--- src/design/sdr_map.svh ---
// Constants of the SDRAM command core: mode field layout and encodings.
// Assumes inclusion by bare name from the design files.
`ifndef SDR_MAP_SVH
`define SDR_MAP_SVH
`define SDR_MODE_W    15
`define SDR_MODE_RST  15'h0000
`define SDR_BL_LSB    0
`define SDR_BT_BIT    3
`define SDR_CL_LSB    4
`define SDR_WB_BIT    9
`define SDR_BL_1      3'h0
`define SDR_BL_2      3'h1
`define SDR_BL_4      3'h2
`define SDR_BL_8      3'h3
`define SDR_CL_2      3'h2
`define SDR_CL_3      3'h3
`define SDR_AP_BIT    10
`endif

--- src/design/sdr_pkg.sv ---
// Types of the SDRAM command core.
// Assumes nothing beyond a SystemVerilog compiler.
package sdr_pkg;
  // Decoded command, one-hot
  typedef enum logic [6:0]
  {
    CMD_NOP = 7'h01,
    CMD_ACT = 7'h02,
    CMD_RD  = 7'h04,
    CMD_WR  = 7'h08,
    CMD_PRE = 7'h10,
    CMD_MRS = 7'h20,
    CMD_REF = 7'h40
  } sdr_cmd_e;

  // Burst generator state, one-hot
  typedef enum logic [2:0]
  {
    BST_IDLE = 3'h1,
    BST_RD   = 3'h2,
    BST_WR   = 3'h4
  } sdr_bst_e;

  // Data organisation, selects page size
  typedef enum logic [1:0]
  {
    ORG_X4  = 2'h0,
    ORG_X8  = 2'h1,
    ORG_X16 = 2'h2
  } sdr_org_e;

  typedef logic [10:0] sdr_col_t;
endpackage : sdr_pkg

--- src/design/sdr_burst_if.sv ---
// Link between the command core and its burst column generator.
// Assumes both ends run on one clock.
`timescale 1ns/1ps
`default_nettype none
interface sdr_burst_if;
  logic             ce;
  logic             go;
  logic             is_wr;
  sdr_pkg::sdr_col_t start;
  logic [3:0]       len;
  logic             ilv;
  sdr_pkg::sdr_col_t col;
  logic             vld;
  logic             wr;
  modport core (output ce, go, is_wr, start, len, ilv, input col, vld, wr);
  modport gen  (input ce, go, is_wr, start, len, ilv, output col, vld, wr);
endinterface : sdr_burst_if
`default_nettype wire

--- src/design/sdr_core.sv ---
// Command core of a four-bank synchronous DRAM, behind its pins.
// Assumes pins are synchronous to clk and the array answers in the cycle.
// Summary of operation
// - One mode set loads all fields; whole register is replaced.
// - Mode set decoded on all-low command; fields from address and bank.
// - Read latency programmable to two or three clocks.
// - Address 0..3 burst fields, 7..12 and bank pins operation mode.
// - Burst length 1, 2, 4 or 8.
// - Single-write mode: reads full burst, writes one word.
// - Sequential order increments, wrapping in the aligned block.
// - Interleave order is start column XOR beat count.
// - Page 2048, 1024 or 512 columns by width; upper bits ignored.
// - Activate: CS, RAS low, CAS, WE high; bank and row taken.
// - Bank pins binary, first pin least significant.
// - Column command: RAS high, CAS low; WE picks read or write.
// - A new column command restarts the burst at the new column.
// - Interrupted read data runs until the new read latency elapses.
// - Read decoded on CS, CAS low, RAS, WE high; data after latency.
// - DQM: read output enable two clocks late, write mask immediate.
// - Chip select high ignores commands; running work continues.
`timescale 1ns/1ps
`default_nettype none
`include "sdr_map.svh"
module sdr_core
(
  // Clock, reset, clock enable
  input  wire logic             clk,
  input  wire logic             srst,
  input  wire logic             cke,
  // Command pins
  input  wire logic             cs_n,
  input  wire logic             ras_n,
  input  wire logic             cas_n,
  input  wire logic             we_n,
  input  wire logic [1:0]       ba,
  input  wire logic [12:0]      addr,
  input  wire logic             dqm,
  // Data pins
  input  wire logic [15:0]      dq_i,
  output logic      [15:0]      dq_o,
  output logic                  dq_oe,
  // Organisation select
  input  wire sdr_pkg::sdr_org_e org,
  // Array port
  output logic      [1:0]       arr_bank,
  output logic      [12:0]      arr_row,
  output logic      [10:0]      arr_col,
  output logic                  arr_rd,
  output logic                  arr_wr,
  output logic      [15:0]      arr_wdata,
  input  wire logic [15:0]      arr_rdata,
  // Status
  output logic      [14:0]      mode_q,
  output logic      [3:0]       bank_open
);
  typedef struct packed
  {
    logic [14:0]       mode;
    logic [3:0]        open;
    logic [3:0][12:0]  row;
    logic [1:0]        bank;
    logic [1:0]        abank;
    logic [10:0]       col;
    logic              rd;
    logic              wr;
    logic [15:0]       wdata;
    logic [2:0][15:0]  pd;
    logic [2:0]        pv;
    logic [2:0]        dm;
  } sdr_core_s;

  sdr_core_s q_ff;
  sdr_core_s nxt_q;
  sdr_pkg::sdr_cmd_e cmd;
  logic [3:0] rd_len;
  logic       cl3;
  logic       out_vld;
  sdr_burst_if bif ();

  // Command from pin levels; chip select high reads as no command
  function automatic sdr_pkg::sdr_cmd_e decode
  (
    input logic cs,
    input logic ras,
    input logic cas,
    input logic we
  );
    case ({cs, ras, cas, we})
      4'h3:    decode = sdr_pkg::CMD_ACT;
      4'h5:    decode = sdr_pkg::CMD_RD;
      4'h4:    decode = sdr_pkg::CMD_WR;
      4'h2:    decode = sdr_pkg::CMD_PRE;
      4'h0:    decode = sdr_pkg::CMD_MRS;
      4'h1:    decode = sdr_pkg::CMD_REF;
      default: decode = sdr_pkg::CMD_NOP;
    endcase
  endfunction : decode

  // Column bits that exist for the chosen width
  function automatic logic [10:0] col_of
  (
    input sdr_pkg::sdr_org_e o,
    input logic [12:0]       a
  );
    case (o)
      sdr_pkg::ORG_X8:  col_of = {1'b0, a[9:0]};
      sdr_pkg::ORG_X16: col_of = {2'h0, a[8:0]};
      default:          col_of = {a[11], a[9:0]};
    endcase
  endfunction : col_of

  assign cmd = decode(cs_n, ras_n, cas_n, we_n);

  always_comb
  begin
    case (q_ff.mode[`SDR_BL_LSB +: 3])
      `SDR_BL_2: rd_len = 4'h2;
      `SDR_BL_4: rd_len = 4'h4;
      `SDR_BL_8: rd_len = 4'h8;
      default:   rd_len = 4'h1;
    endcase
  end

  // latency select; codes other than two act as three
  assign cl3 = q_ff.mode[`SDR_CL_LSB +: 3] != `SDR_CL_2;

  // Burst request to the generator
  assign bif.ce = cke;
  assign bif.go = (cmd == sdr_pkg::CMD_RD) || (cmd == sdr_pkg::CMD_WR);
  assign bif.is_wr = cmd == sdr_pkg::CMD_WR;
  assign bif.start = col_of(org, addr);
  assign bif.len = (bif.is_wr && q_ff.mode[`SDR_WB_BIT]) ? 4'h1 : rd_len;
  // order bit taken from address bit 3
  assign bif.ilv = q_ff.mode[`SDR_BT_BIT];

  sdr_burst u_burst
  (
    .clk  (clk),
    .srst (srst),
    .bif  (bif)
  );

  // Command effects and the array and output pipelines
  always_comb
  begin
    nxt_q = q_ff;
    case (cmd)
      sdr_pkg::CMD_MRS:
        nxt_q.mode = {ba, addr};
      sdr_pkg::CMD_ACT:
      begin
        nxt_q.open[ba] = 1'b1;
        nxt_q.row[ba] = addr;
      end
      sdr_pkg::CMD_PRE:
        if (addr[`SDR_AP_BIT])
          nxt_q.open = 4'h0;
        else
          nxt_q.open[ba] = 1'b0;
      sdr_pkg::CMD_RD, sdr_pkg::CMD_WR:
        nxt_q.bank = ba;
      default:
        nxt_q.bank = q_ff.bank;
    endcase
    nxt_q.abank = bif.go ? ba : q_ff.bank;
    nxt_q.col = bif.col;
    nxt_q.rd = bif.vld && !bif.wr;
    nxt_q.wr = bif.vld && bif.wr && !dqm;
    nxt_q.wdata = dq_i;
    // old data keeps flowing through the pipe
    nxt_q.pd = {q_ff.pd[1:0], arr_rdata};
    nxt_q.pv = {q_ff.pv[1:0], q_ff.rd};
    nxt_q.dm = {q_ff.dm[1:0], dqm};
  end

  // State register, frozen while clock enable is low
  always_ff @(posedge clk)
  begin
    if (srst)
    begin
      q_ff <= '0;
      q_ff.mode <= `SDR_MODE_RST;
      q_ff.dm <= 3'h7;
    end
    else if (cke)
      q_ff <= nxt_q;
  end

  assign out_vld = cl3 ? q_ff.pv[2] : q_ff.pv[1];
  assign dq_o = cl3 ? q_ff.pd[2] : q_ff.pd[1];
  // Mask sampled two edges back; lines up with a same-edge read only at latency two
  assign dq_oe = out_vld && !q_ff.dm[2];

  // Outputs straight from the state register
  assign arr_bank = q_ff.abank;
  assign arr_row = q_ff.row[q_ff.abank];
  assign arr_col = q_ff.col;
  assign arr_rd = q_ff.rd;
  assign arr_wr = q_ff.wr;
  assign arr_wdata = q_ff.wdata;
  assign mode_q = q_ff.mode;
  assign bank_open = q_ff.open;
endmodule : sdr_core
`default_nettype wire

--- src/design/sdr_burst.sv ---
// Burst column generator: one column per cycle, sequential or interleave.
// Assumes go is a one-cycle request from the core on the same clock.
`timescale 1ns/1ps
`default_nettype none
module sdr_burst
(
  // Clock and reset
  input  wire logic clk,
  input  wire logic srst,
  // Core side
  sdr_burst_if.gen  bif
);
  typedef struct packed
  {
    sdr_pkg::sdr_bst_e st;
    sdr_pkg::sdr_col_t base;
    logic [2:0]        beat;
    logic [3:0]        left;
  } sdr_gen_s;

  sdr_gen_s q_ff;
  sdr_gen_s nxt_q;
  logic [2:0] msk;

  function automatic sdr_pkg::sdr_col_t beat_col
  (
    input sdr_pkg::sdr_col_t base,
    input logic [2:0]        beat,
    input logic [2:0]        m,
    input logic              ilv
  );
    logic [2:0] lo;
    lo = ilv ? (base[2:0] ^ beat) : 3'(base[2:0] + beat);
    beat_col = {base[10:3], (base[2:0] & ~m) | (lo & m)};
  endfunction : beat_col

  assign msk = 3'(q_ff.left + {1'b0, q_ff.beat} - 4'h1);

  // Beat 0 is the start column itself; a new go overrides the old burst
  // restart on command
  always_comb
  begin
    nxt_q = q_ff;
    bif.vld = bif.go || (q_ff.st != sdr_pkg::BST_IDLE);
    bif.wr = bif.go ? bif.is_wr : (q_ff.st == sdr_pkg::BST_WR);
    bif.col = bif.go ? bif.start : beat_col(q_ff.base, q_ff.beat, msk, bif.ilv);
    if (bif.go)
    begin
      nxt_q.base = bif.start;
      nxt_q.beat = 3'h1;
      nxt_q.left = 4'(bif.len - 4'h1);
      nxt_q.st = (bif.len == 4'h1) ? sdr_pkg::BST_IDLE
               : (bif.is_wr ? sdr_pkg::BST_WR : sdr_pkg::BST_RD);
    end
    else if (q_ff.st != sdr_pkg::BST_IDLE)
    begin
      nxt_q.beat = 3'(q_ff.beat + 3'h1);
      nxt_q.left = 4'(q_ff.left - 4'h1);
      if (q_ff.left == 4'h1)
        nxt_q.st = sdr_pkg::BST_IDLE;
    end
  end

  // State register, frozen while clock enable is low
  always_ff @(posedge clk)
  begin
    if (srst)
      q_ff <= '{st: sdr_pkg::BST_IDLE, base: '0, beat: '0, left: '0};
    else if (bif.ce)
      q_ff <= nxt_q;
  end
endmodule : sdr_burst
`default_nettype wire

--- config.mk ---
export PLATFORM = sky130hd
export DESIGN_NAME = sdr_core
export DESIGN_NICKNAME = d
export VERILOG_FILES = /design/src/design/sdr_pkg.sv /design/src/design/sdr_burst_if.sv /design/src/design/sdr_core.sv /design/src/design/sdr_burst.sv
export VERILOG_INCLUDE_DIRS = /design/src /design/src/design
export SDC_FILE = /design/constraint.sdc
export NUM_CORES = 1
export LEC_CHECK = 0
export BUFFER_PORTS_ARGS = -buffer_cell sky130_fd_sc_hd__buf_2
export CAP_MARGIN = 5
export CELL_PAD_IN_SITES_DETAIL_PLACEMENT = 1
export CELL_PAD_IN_SITES_GLOBAL_PLACEMENT = 1
export CORE_MARGIN = 2
export CORE_UTILIZATION = 43
export DETAILED_ROUTE_END_ITERATION = 10
export GPL_ROUTABILITY_DRIVEN = 0
export MAX_ROUTING_LAYER = met4
export PLACE_DENSITY_LB_ADDON = 0.1
export SLEW_MARGIN = 20
export SYNTH_ARGS = -nofsm -noshare
export SYNTH_HDL_FRONTEND = slang
export SYNTH_SLANG_ARGS = --single-unit
--- constraint.sdc ---
create_clock -name clk -period 2.3 [get_ports clk]
set_input_delay 0.115 -clock clk [delete_from_list [all_inputs] [get_ports clk]]
set_output_delay 0.115 -clock clk [all_outputs]
set_load 0.005 [all_outputs]
==> results of run 1 <==
[worst max-delay path by stage]
stage          depth (start not counted)  slack (ns)               to
6_report                               8        0.23  u_burst.q_ff[2]
2_1_floorplan                          8        0.47  u_burst.q_ff[2]
3_5_place_dp                           8        0.25  u_burst.q_ff[2]
5_1_grt                                8        0.05  u_burst.q_ff[2]
3_3_place_gp                           8        0.38  u_burst.q_ff[2]
4_1_cts                                8        0.23  u_burst.q_ff[2]
[power groups by stage]
stage | Sequential (mW) | Combinational (mW) | Clock (mW)
final | 3.22 | 0.528 | 2.92
after global routing | 3.23 | 0.582 | 3.12
after CTS | 3.22 | 0.536 | 3.00
after detailed placement | 3.29 | 0.488 | 0
after global placement | 3.29 | 0.470 | 0
after floorplan | 3.28 | 0.342 | 0
[logic make-up (layout without fill, tap and decap cells)]
kind of cell	count (synthesis)	in the layout	share of synthesized area, %
mux	170	170	23.8
other cells	0	1	0
buf+inv	117	231	8.67
xor+xnor	4	4	0.616
compound gates	68	68	5.87
fa+ha+maj	12	12	1.99
simple gates	251	251	13.8
flops	179	179	45.2
[cell usage in the layout (no fill, tap or decap), types with 2 or more instances in the layout]
cell type	synthesis	final
dfxtp_1	179	179
nor2_1	154	154
mux2i_1	139	139
buf_2	18	134
nand2_1	49	49
dlygate4sd3_1	0	34
a21oi_1	26	26
mux2_2	18	18
clkbuf_16	0	17
inv_1	14	14
buf_4	52	14
mux4_2	13	13
ha_1	11	11
nor2b_1	10	10
a311oi_1	10	10
o21ai_0	9	9
nand2b_1	7	7
nand4_1	5	5
a211o_1	4	4
nand3_1	4	4
clkinv_2	0	4
inv_6	0	4
nor3_1	3	3
a2111oi_0	3	3
o211ai_1	3	3
a2bb2oi_1	3	3
buf_12	0	3
or3b_1	2	2
and2_1	2	2
a31oi_1	2	2
nand3_2	2	2
or3_1	2	2
nand4b_1	2	2
xor2_1	2	2
bufinv_16	0	2
clkinv_4	0	2
[sequential cells by signal, summed over array words and instances, names as in the netlist]
signal and cells:
u_burst.q_ff 21, arr_col 11, arr_bank 2, arr_wdata 16, nxt_q 36, arr_rd 1
mode_q 15, arr_wr 1, q_ff 72, bank_open 4
[layout make-up]
type / count / area, um2 / area share, %
clock buffer: 18 / 439 / 4.70
clock inverter: 14 / 151 / 1.62
multi-input combinational: 505 / 3660 / 39.2
timing repair buffer: 185 / 1180 / 12.6
tap: 229 / 287 / 3.06
inverter: 14 / 52.6 / 0.562
antenna: 1 / 2.50 / 0.0268
sequential: 179 / 3580 / 38.3
[metal layers]
layer,up-vias,wire length (um),track usage [%]
met4,0,222,4.58
met2,106,10100,36.8
met5,-,0,-
met3,18,1020,6.16
met1,2853,8480,24.9
li1,2887,-,-
[through the flow]
stage	hold WS, ns	worst slack [ns]	power [mW]
6_report	0.0155	0.231	6.67
5_1_grt	0.0167	0.0527	6.94
4_1_cts	0.00273	0.233	6.76
3_5_place_dp	0.357	0.250	3.78
3_3_place_gp	0.341	0.382	3.76
2_1_floorplan	0.237	0.469	3.62
[worst register-to-register path, stage by stage, from the launching register on]
cell,delay [ns]
dfxtp_1,0.34
nor2b_1,0.25
a21oi_1,0.12
o21ai_0,0.12
inv_1,0.12
ha_1,0.23
o311a_1,0.15
a2111oi_0,0.51
a2111oi_2,0.10
[what timing repair did]
action                    CTS  global route
gates resized for setup     0             0
hold endpoints to repair   39             0
hold buffers               34             0
==> summary.txt, run 1 <==
Synth
  – Post-Syn Area per Cell: 9.90 um2
  – Cell count after synthesis: 801
  – Unique cell type count in the Yosys netlist: 51
  – Area leader, netlist: dfxtp_1
  – Top-count cell post-synth: dfxtp_1
  – Syn Nets: 870
  – Synthesized area: slightly below 8000 um2
  – FF+latch count, synth: 179
  – Post-synth EDFFs: 0
  – Top post-synthesis cells by count: 179 x dfxtp_1, 154 x nor2_1, 139 x mux2i_1, 52 x buf_4, 49 x nand2_1
  – Ys Warns: 0
  – Synth top area share: 45.2%
  – Synth async-reset ratio: 0%
  – Synth area leaders: dfxtp_1 45%, mux2i_1 18%, nor2_1 7.3%
  – Top_reg_cell synth: dfxtp_1
  – Post-synthesis sequential area ratio: 45.2%

Detailed routing
  – Detailed Routing Iterations Pass 1: 4
  – Vias: 5864
  – Drt first-iter violations: 190
  – DRC: 0
  – Final wirelength: 19.8 mm
  – DR WL/cell: 17.3 um
  – Antenna-violating nets left: 0
  – Routed vias/inst: between 5 and 6

Setup path
  – Slowest library cell on the worst path: a2111oi_0
  – Reg-to-reg startpoint: mode_q[9]
  – Top cell family by delay on the critical path: compound AO/OA/AOI/OAI gates
  – Crit Path Class: reg2reg
  – Endpoint class of the critical path: flop
  – Worst setup path startpoint: mode_q[9]
  – Worst-path cell chain: nor2b_1 > a21oi_1 > o21ai_0 > inv_1 > ha_1 > o311a_1 > a2111oi_0 > a2111oi_2
  – R2r worst-path depth: 8
  – Worst setup SP type: flop
  – CP required: 2.58 ns
  – Critical path's largest stage delay: 0.51 ns
  – Worst r2r dst: u_burst.q_ff[2]
  – Arrival time at the worst endpoint: 2.35 ns
  – Critical path fanouts, max: 4
  – Buf/Inv on CP: 1
  – Worst reg-to-reg setup slack: 0.23 ns

Cells and area
  – Layout cells sized above 1: 24.6%
  – Nets: just under 1000
  – Final instance area: roughly 9400 um2
  – Fin util: 51.9%
  – Area Overhead vs Synth: 18.0%
  – Fin cells: ~1100
  – Fillers: 2035

GRT
  – GRT Residual Overflow: 0
  – Number of global-route vias before repair: 6279
  – Largest net degree at the start of global routing: 76
  – Total Routing Usage GR: 21.4%
  – First-pass GRT wire length: 32.4 mm
  – Antenna violations before repair: 1

Power and ir drop
  – Internal power: around 5.1 mW
  – Maximum vdd ir drop: roughly 570 uV
  – Sequential cell fraction of total power: about half
  – P_leak: ~4.5 nW
  – Sw Share: between 20% and 30%
  – Power density cells: 713 nW/um2
  – Clk pwr share: 43.7%
  – Combinational power share: just under 8%
  – Sw Pwr: around 1.6 mW

CTS
  – CTS sink count: 179
  – Max Root-Sink Buffers: 2
  – CTS tree: built
  – H-tree level count: 4
  – Clock Latency Late Sink: 0.42 ns
  – # Post-CTS Setup Buffers: 0
  – CTS buffer count: 17
  – Worst-path clk slew: 0.07 ns
  – Root buffer cell: clkbuf_16

STA
  – Slew HR: 64.8%
  – Highest clock rate: between 0.4 and 0.5 GHz
  – Final setup vio count: 0
  – RSZ-0062 raised after global routing: false
  – Worst-Margin Slew: 0.515 ns
  – Setup tns final: 0 ns
  – Final worst path period need: 2.07 ns
  – Final worst-path cycle share: 90.0%
  – Fin. Hold Viols: 0
  – Max-slew violation count: 0
  – Worst Skew: 0.00832 ns

Die
  – Die Ht: 140 um
  – Die X: 140 um
  – IO Pins: 137
  – Placeable Area: 18000 um2
  – Row cnt: 49
  – Die footprint: approximately 20000 um2
  – Initial Utilization: 44.0%

Run status
  – Status: complete, no violations

Placed design
  – DP HPWL: 13.1 mm
  – Dpl cells: 1078
  – Area post-placement: 8420 um2
  – Port Buffers: approximately 140

Worst hold path
  – Hold path endpoint: u_burst.q_ff[12]
  – Tightest Hold Check Type: in2reg
  – Worst hold start: addr[5]
  – Worst Hold Depth: 3

Run
  – Max cap viols: 0
Power figures use the tool's default switching activity.
==> run 2: changes to the inputs <==
CORE_UTILIZATION = 46   (was 43)
clock period = 2.4 ns   (was 2.3 ns; I/O delays follow)
==> run 2 against run 1 <==
- die area is 6.3% lower
- setup slack improved by 0.091 ns
- wire length fell by 0.38%
- sequential share of layout area increased by 0.30 points
==> summary.txt, run 2 (synthesis results as in run 1) <==
Run status
  – Status: complete, no violations

Detailed routing
  – Final wirelength: 19.7 mm (-0.38%)
  – Drt first-iter violations: 217 (+14%)
  – DRC: 0 (unchanged)
  – Routed vias/inst: 5.20 (+1.5%)
  – DR WL/cell: 17.4 um (+0.76%)
  – Vias: 5884 (+0.34%)
  – Detailed Routing Iterations Pass 1: 4 (unchanged)
  – Antenna-violating nets left: 0 (unchanged)

Setup path
  – Crit Path Class: reg2reg
  – Worst setup SP type: flop
  – Critical path's largest stage delay: 0.49 ns (-0.02 ns)
  – Slowest library cell on the worst path: a2111oi_0
  – Arrival time at the worst endpoint: 2.35 ns (about the same)
  – Critical path fanouts, max: 4 (unchanged)
  – Endpoint class of the critical path: flop
  – CP required: 2.67 ns (+0.09 ns)
  – Worst reg-to-reg setup slack: 0.32 ns (+0.09 ns)
  – Worst-path cell chain: nor2b_1 > a21oi_1 > o21ai_0 > inv_1 > ha_1 > o311a_1 > a2111oi_0 > a2111oi_2

CTS
  – CTS tree: built
  – Clock Latency Late Sink: 0.42 ns (about the same)
  – Resize count post-CTS: 0 (unchanged)
  – CTS buffer count: 17 (unchanged)
  – Max Root-Sink Buffers: 2 (unchanged)
  – Root buffer cell: clkbuf_16
  – Worst-path clk slew: 0.06 ns (about the same)
  – CTS sink count: 179 (unchanged)
  – H-tree level count: 4 (unchanged)

STA
  – Final worst path period need: 2.08 ns (+0.00923 ns)
  – Worst-Margin Slew: 0.712 ns (+0.197 ns)
  – Slew HR: 52.5% (-12 points)
  – Fin. Hold Viols: 0 (unchanged)
  – Highest clock rate: 0.481 GHz (-0.44%)
  – Setup tns final: 0 ns (unchanged)
  – Max-slew violation count: 0 (unchanged)
  – Worst Skew: 0.00637 ns (-0.00195 ns)
  – Final worst-path cycle share: 86.6% (-3.4 points)
  – Final setup vio count: 0 (unchanged)
  – RSZ-0062 raised after global routing: false

GRT
  – Total Routing Usage GR: 22.9% (+1.5 points)
  – Largest net degree at the start of global routing: 76 (unchanged)
  – GRT Residual Overflow: 0 (unchanged)
  – First-pass GRT wire length: 32.0 mm (-1.3%)
  – Number of global-route vias before repair: 6381 (+1.6%)
  – Antenna violations before repair: 1 (unchanged)

Cells and area
  – Layout cells sized above 1: 24.1% (-0.44 points)
  – Fin util: 55.6% (+3.7 points)
  – Area Overhead vs Synth: 17.1%
  – Fillers: 1902 (-6.5%)
  – FF/Latch Area: 3580 um2 (unchanged)
  – Max reg flops: 72 (unchanged)
  – Nets: 968 (-0.31%)
  – Footprint of the multi-input gates: 3660 um2 (unchanged)
  – Commonest cells after routing, fill and taps aside: 179 x dfxtp_1, 154 x nor2_1, 139 x mux2i_1
  – Most common cell after layout, fill and taps aside: dfxtp_1
  – Most flops, register: q_ff

Placed design
  – DP HPWL: 13.0 mm (-0.84%)
  – Port Buffers: 136 (unchanged)

Die
  – Placeable Area: 16700 um2 (-7.3%)
  – Die Ht: 135 um (-3.2%)
  – Row cnt: 47 (-4.1%)
  – IO Pins: 137 (unchanged)
  – Initial Utilization: 47.5% (+3.5 points)
  – Die footprint: 18300 um2 (-6.3%)
  – Die X: 135 um (-3.2%)

Power and ir drop
  – Sw Pwr: 1.46 mW (-9.1%)
  – Sw Share: 23.3% (-0.67 points)
  – Power density cells: 672 nW/um2 (-5.7%)
  – Combinational power share: 8.0% (about the same)
  – Sequential cell fraction of total power: 49.6% (+1.3 points)
  – P_leak: 4.46 nW (-0.82%)
  – Internal power: 4.78 mW (-5.6%)
  – Maximum vdd ir drop: 463 uV (-19%)
  – Clk pwr share: 42.4% (-1.3 points)

Worst hold path
  – Tightest Hold Check Type: in2reg

Run
  – Max cap viols: 0 (unchanged)
run 2: changes by cell type in the layout (fill, tap and decap cells not counted), sizes merged:
| cell | previous run | this run |
|---|---|---|
| buf | 151 | 150 |
| bufinv | 2 | 1 |
| dlygate4sd3 | 34 | 32 |
| clkinvlp | 1 | 2 |
| inv | 19 | 15 |
| clkbuf | 18 | 23 |
| clkinv | 6 | 4 |
run 2: metrics by stage:
stage,std cells,hold WS [ns],power [mW],setup slack [ns],cell area (um2)
after detailed placement,1068,0.364,3.62,0.341,8400
after floorplan,801,0.242,3.47,0.569,7930
after global placement,1068,0.355,3.59,0.483,8400
final,1132,0.0134,6.24,0.322,9280
after global routing,1132,0.0150,6.48,0.0956,9280
after CTS,1131,0.000359,6.30,0.322,9280
run 2: timing repair:
action                                  4_1_cts  5_1_grt
endpoints found under the setup margin        0        0
hold buffers                                 32        0
buffers inserted                              0        0
hold endpoints to repair                     33        0
run 2: cell type report:
cell class,count,area share (%)
Antenna cell,1,0.0270
Clock buffer,23,5.15
Clock inverter,8,0.836
Inverter,14,0.566
Multi-Input combinational cell,505,39.5
Sequential cell,179,38.6
Tap cell,220,2.97
Timing Repair Buffer,182,12.4
run 2: per-layer routing:
metal  GRT usage [%]  vias up  wire length [um]
li1                -     2876                 -
met1            25.8     2875              8590
met2            40.7      118             10100
met3            5.16       15               797
met4            6.31        0               216
met5               -        -                 0
run 2: critical path: cells and delay by family, from the launching register on:
family	cells	cell delay (ns)
simple gates	1	0.24
fa+ha+maj	1	0.23
flops	1	0.34
compound gates	5	1.02
buf+inv	1	0.11
run 2: power by group through the flow:
stage	logic, mW	clock network (mW)	registers, mW
5_1_grt	0.551	2.82	3.10
4_1_cts	0.504	2.70	3.09
2_1_floorplan	0.328	0	3.14
3_3_place_gp	0.441	0	3.15
6_report	0.500	2.64	3.09
3_5_place_dp	0.461	0	3.16
run 2: path summary, 6_finish.rpt:
kind	from	end	cells after the start
setup / recovery	mode_q[9]	u_burst.q_ff[2]	8
hold / removal	addr[12]	q_ff[112]	3
setup reg to reg	mode_q[9]	u_burst.q_ff[2]	8
hold reg to reg	u_burst.q_ff[13]	u_burst.q_ff[13]	2
==> run 3: changes to the inputs <==
REMOVE_ABC_BUFFERS = 1   (was unset)
==> run 3 against run 2 <==
- hold slack worse by 0.0037 ns
- critical endpoint unchanged
- critical path depth is the same
- cell area increased by 0.86%
- via count is 2.8% higher
- largest power group unchanged
- register-to-register slack hardly changed
- power rose by 5.0%
- die area stayed put
- setup slack lost 0.0076 ns
==> summary.txt, run 3 (synthesis results as in run 1) <==
Cells and area
  – Most flops, register: q_ff
  – ANT cells: 0 (-1)
  – Most common cell after layout, fill and taps aside: dfxtp_1
  – Fillers: 1879 (-1.2%)
  – Final instance area: 9360 um2 (+0.86%)
  – Nets: 972 (+0.41%)
  – Commonest cells after routing, fill and taps aside: 179 x dfxtp_1, 154 x nor2_1, 139 x mux2i_1
  – Max reg flops: 72 (unchanged)
  – Layout cells sized above 1: 24.5% (+0.30 points)
  – Area Overhead vs Synth: 18.1%

Detailed routing
  – Drt first-iter violations: 245 (+13%)
  – DR WL/cell: 18.2 um (+4.5%)
  – Final wirelength: 20.7 mm (+4.8%)
  – Vias: 6046 (+2.8%)
  – Detailed Routing Iterations Pass 1: 5 (+1)
  – DRC: 0 (unchanged)
  – Antenna-violating nets left: 0 (unchanged)
  – Routed vias/inst: 5.32 (+2.4%)

Die
  – Row cnt: 47 (unchanged)
  – Placeable Area: 16700 um2 (unchanged)
  – IO Pins: 137 (unchanged)
  – Die footprint: 18300 um2 (unchanged)
  – Die Ht: 135 um (unchanged)
  – Die X: 135 um (unchanged)
  – Initial Utilization: 47.5% (unchanged)

Setup path
  – CP required: 2.68 ns (about the same)
  – Crit Path Class: reg2reg
  – Crit path to: u_burst.q_ff[2]
  – Worst setup path startpoint: mode_q[9]
  – Critical path fanouts, max: 4 (unchanged)
  – Worst-path cell chain: nor2b_1 > a21oi_1 > o21ai_0 > inv_1 > ha_1 > o311a_1 > a2111oi_1 > a2111oi_2
  – Reg-to-reg startpoint: mode_q[9]
  – Critical path's largest stage delay: 0.49 ns (about the same)
  – Endpoint class of the critical path: flop
  – Arrival time at the worst endpoint: 2.36 ns (about the same)
  – Slowest library cell on the worst path: a2111oi_1
  – Worst r2r dst: u_burst.q_ff[2]
  – Worst reg-to-reg setup slack: 0.31 ns (about the same)
  – Worst setup SP type: flop
  – R2r worst-path depth: 8 (unchanged)

CTS
  – Root buffer cell: clkbuf_16
  – Max Root-Sink Buffers: 2 (unchanged)
  – Clock Latency Late Sink: 0.42 ns (about the same)
  – H-tree level count: 4 (unchanged)
  – CTS buffer count: 17 (unchanged)
  – Worst-path clk slew: 0.07 ns (about the same)
  – # Post-CTS Setup Buffers: 0 (unchanged)
  – CTS tree: built
  – CTS sink count: 179 (unchanged)

STA
  – Final worst path period need: 2.09 ns (+0.00763 ns)
  – Worst-Margin Slew: 0.730 ns (+0.0178 ns)
  – Highest clock rate: 0.479 GHz (-0.37%)
  – Fin. Hold Viols: 0 (unchanged)
  – Max-slew violation count: 0 (unchanged)
  – Worst Skew: 0.00521 ns (-0.00116 ns)
  – RSZ-0062 raised after global routing: false
  – Slew HR: 51.3% (-1.2 points)
  – Setup tns final: 0 ns (unchanged)
  – Final worst-path cycle share: 86.9% (+0.32 points)
  – Final setup vio count: 0 (unchanged)

Placed design
  – Port Buffers: 136 (unchanged)
  – Area post-placement: 8370 um2 (-0.33%)
  – DP HPWL: 13.1 mm (+0.40%)

GRT
  – Antenna violations before repair: 0 (-1)
  – Number of global-route vias before repair: 6405 (+0.38%)
  – First-pass GRT wire length: 33.2 mm (+3.8%)
  – GRT Residual Overflow: 0 (unchanged)
  – Total Routing Usage GR: 23.8% (+0.94 points)
  – Largest net degree at the start of global routing: 93 (+22%)

Power and ir drop
  – Total power: 6.55 mW (+5.0%)
  – P_leak: 4.51 nW (+1.1%)
  – Power density cells: 700 nW/um2 (+4.1%)
  – Maximum vdd ir drop: 468 uV (+1.1%)

Run status
  – Status: complete, no violations

Run
  – Max cap viols: 0 (unchanged)

Worst hold path
  – Tightest Hold Check Type: in2reg
-- run 3: changes by cell type in the layout (fill, tap and decap cells not counted), moves of 2 or more --
| cell | delta |
|---|---|
| dlygate4sd3_1 | +4 |
| clkbuf_1 | -3 |
| inv_6 | +3 |
| buf_12 | -2 |
| bufinv_16 | +2 |
-- run 3: area by class of cell --
class                   instances  area, um2  share of cell area, %
flip-flops and latches        179       3580                   38.3
clock buffers                  19        453                   4.84
multi-input cells             505       3660                   39.1
repair buffers                186       1170                   12.5
clock inverters                13        171                   1.83
inverters                      14       52.6                  0.561
well taps                     220        275                   2.94
-- run 3: critical path: cells and delay by family (launching register included) --
kind,cells,cell delay [ns]
AOI/OAI and AO/OA,5,1.00
buffers and inverters,1,0.12
adders and majority gates,1,0.22
DFF,1,0.33
and+or+nand+nor,1,0.27
-- run 3: repair_timing --
item	in CTS	in global routing
hold buffers	36	0
setup endpoints to repair	0	1
resized for setup	0	1
hold endpoints to repair	37	0
-- run 3: worst min path at each step --
stage                       startpoint               end  slack (ns)  cells past startpoint
after global placement             dqm          nxt_q[1]        0.35                      2
after CTS                      addr[5]  u_burst.q_ff[12]     0.00008                      3
after floorplan                   srst        arr_col[0]        0.19                      1
after detailed placement  arr_rdata[4]         nxt_q[26]        0.37                      3
final                          addr[3]  u_burst.q_ff[10]        0.01                      3
after global routing           addr[2]   u_burst.q_ff[9]      0.0007                      3
-- run 3: metrics by stage --
stage               utilization [%]  hold WS [ns]  setup WS [ns]  instances
global route                   56.0      0.000718         0.0886       1136
floorplan                         -         0.189          0.361        698
detailed placement             50.1         0.366          0.250       1068
CTS                            56.0     0.0000826          0.237       1136
global placement               50.1         0.350          0.463       1068
finish                         56.0       0.00975          0.314       1136
-- run 3: power by group --
group	internal, mW	switching [mW]	leakage, nW
Clock	1.72	1.23	0.307
Combinational	0.231	0.276	2.75
Sequential	3.04	0.0514	1.45
-- run 3: metal layers --
metal  wire [um]  GRT usage, %
met5           0             -
met4         366          7.58
met3         784          4.83
met2       10100          39.8
met1        9390          29.0
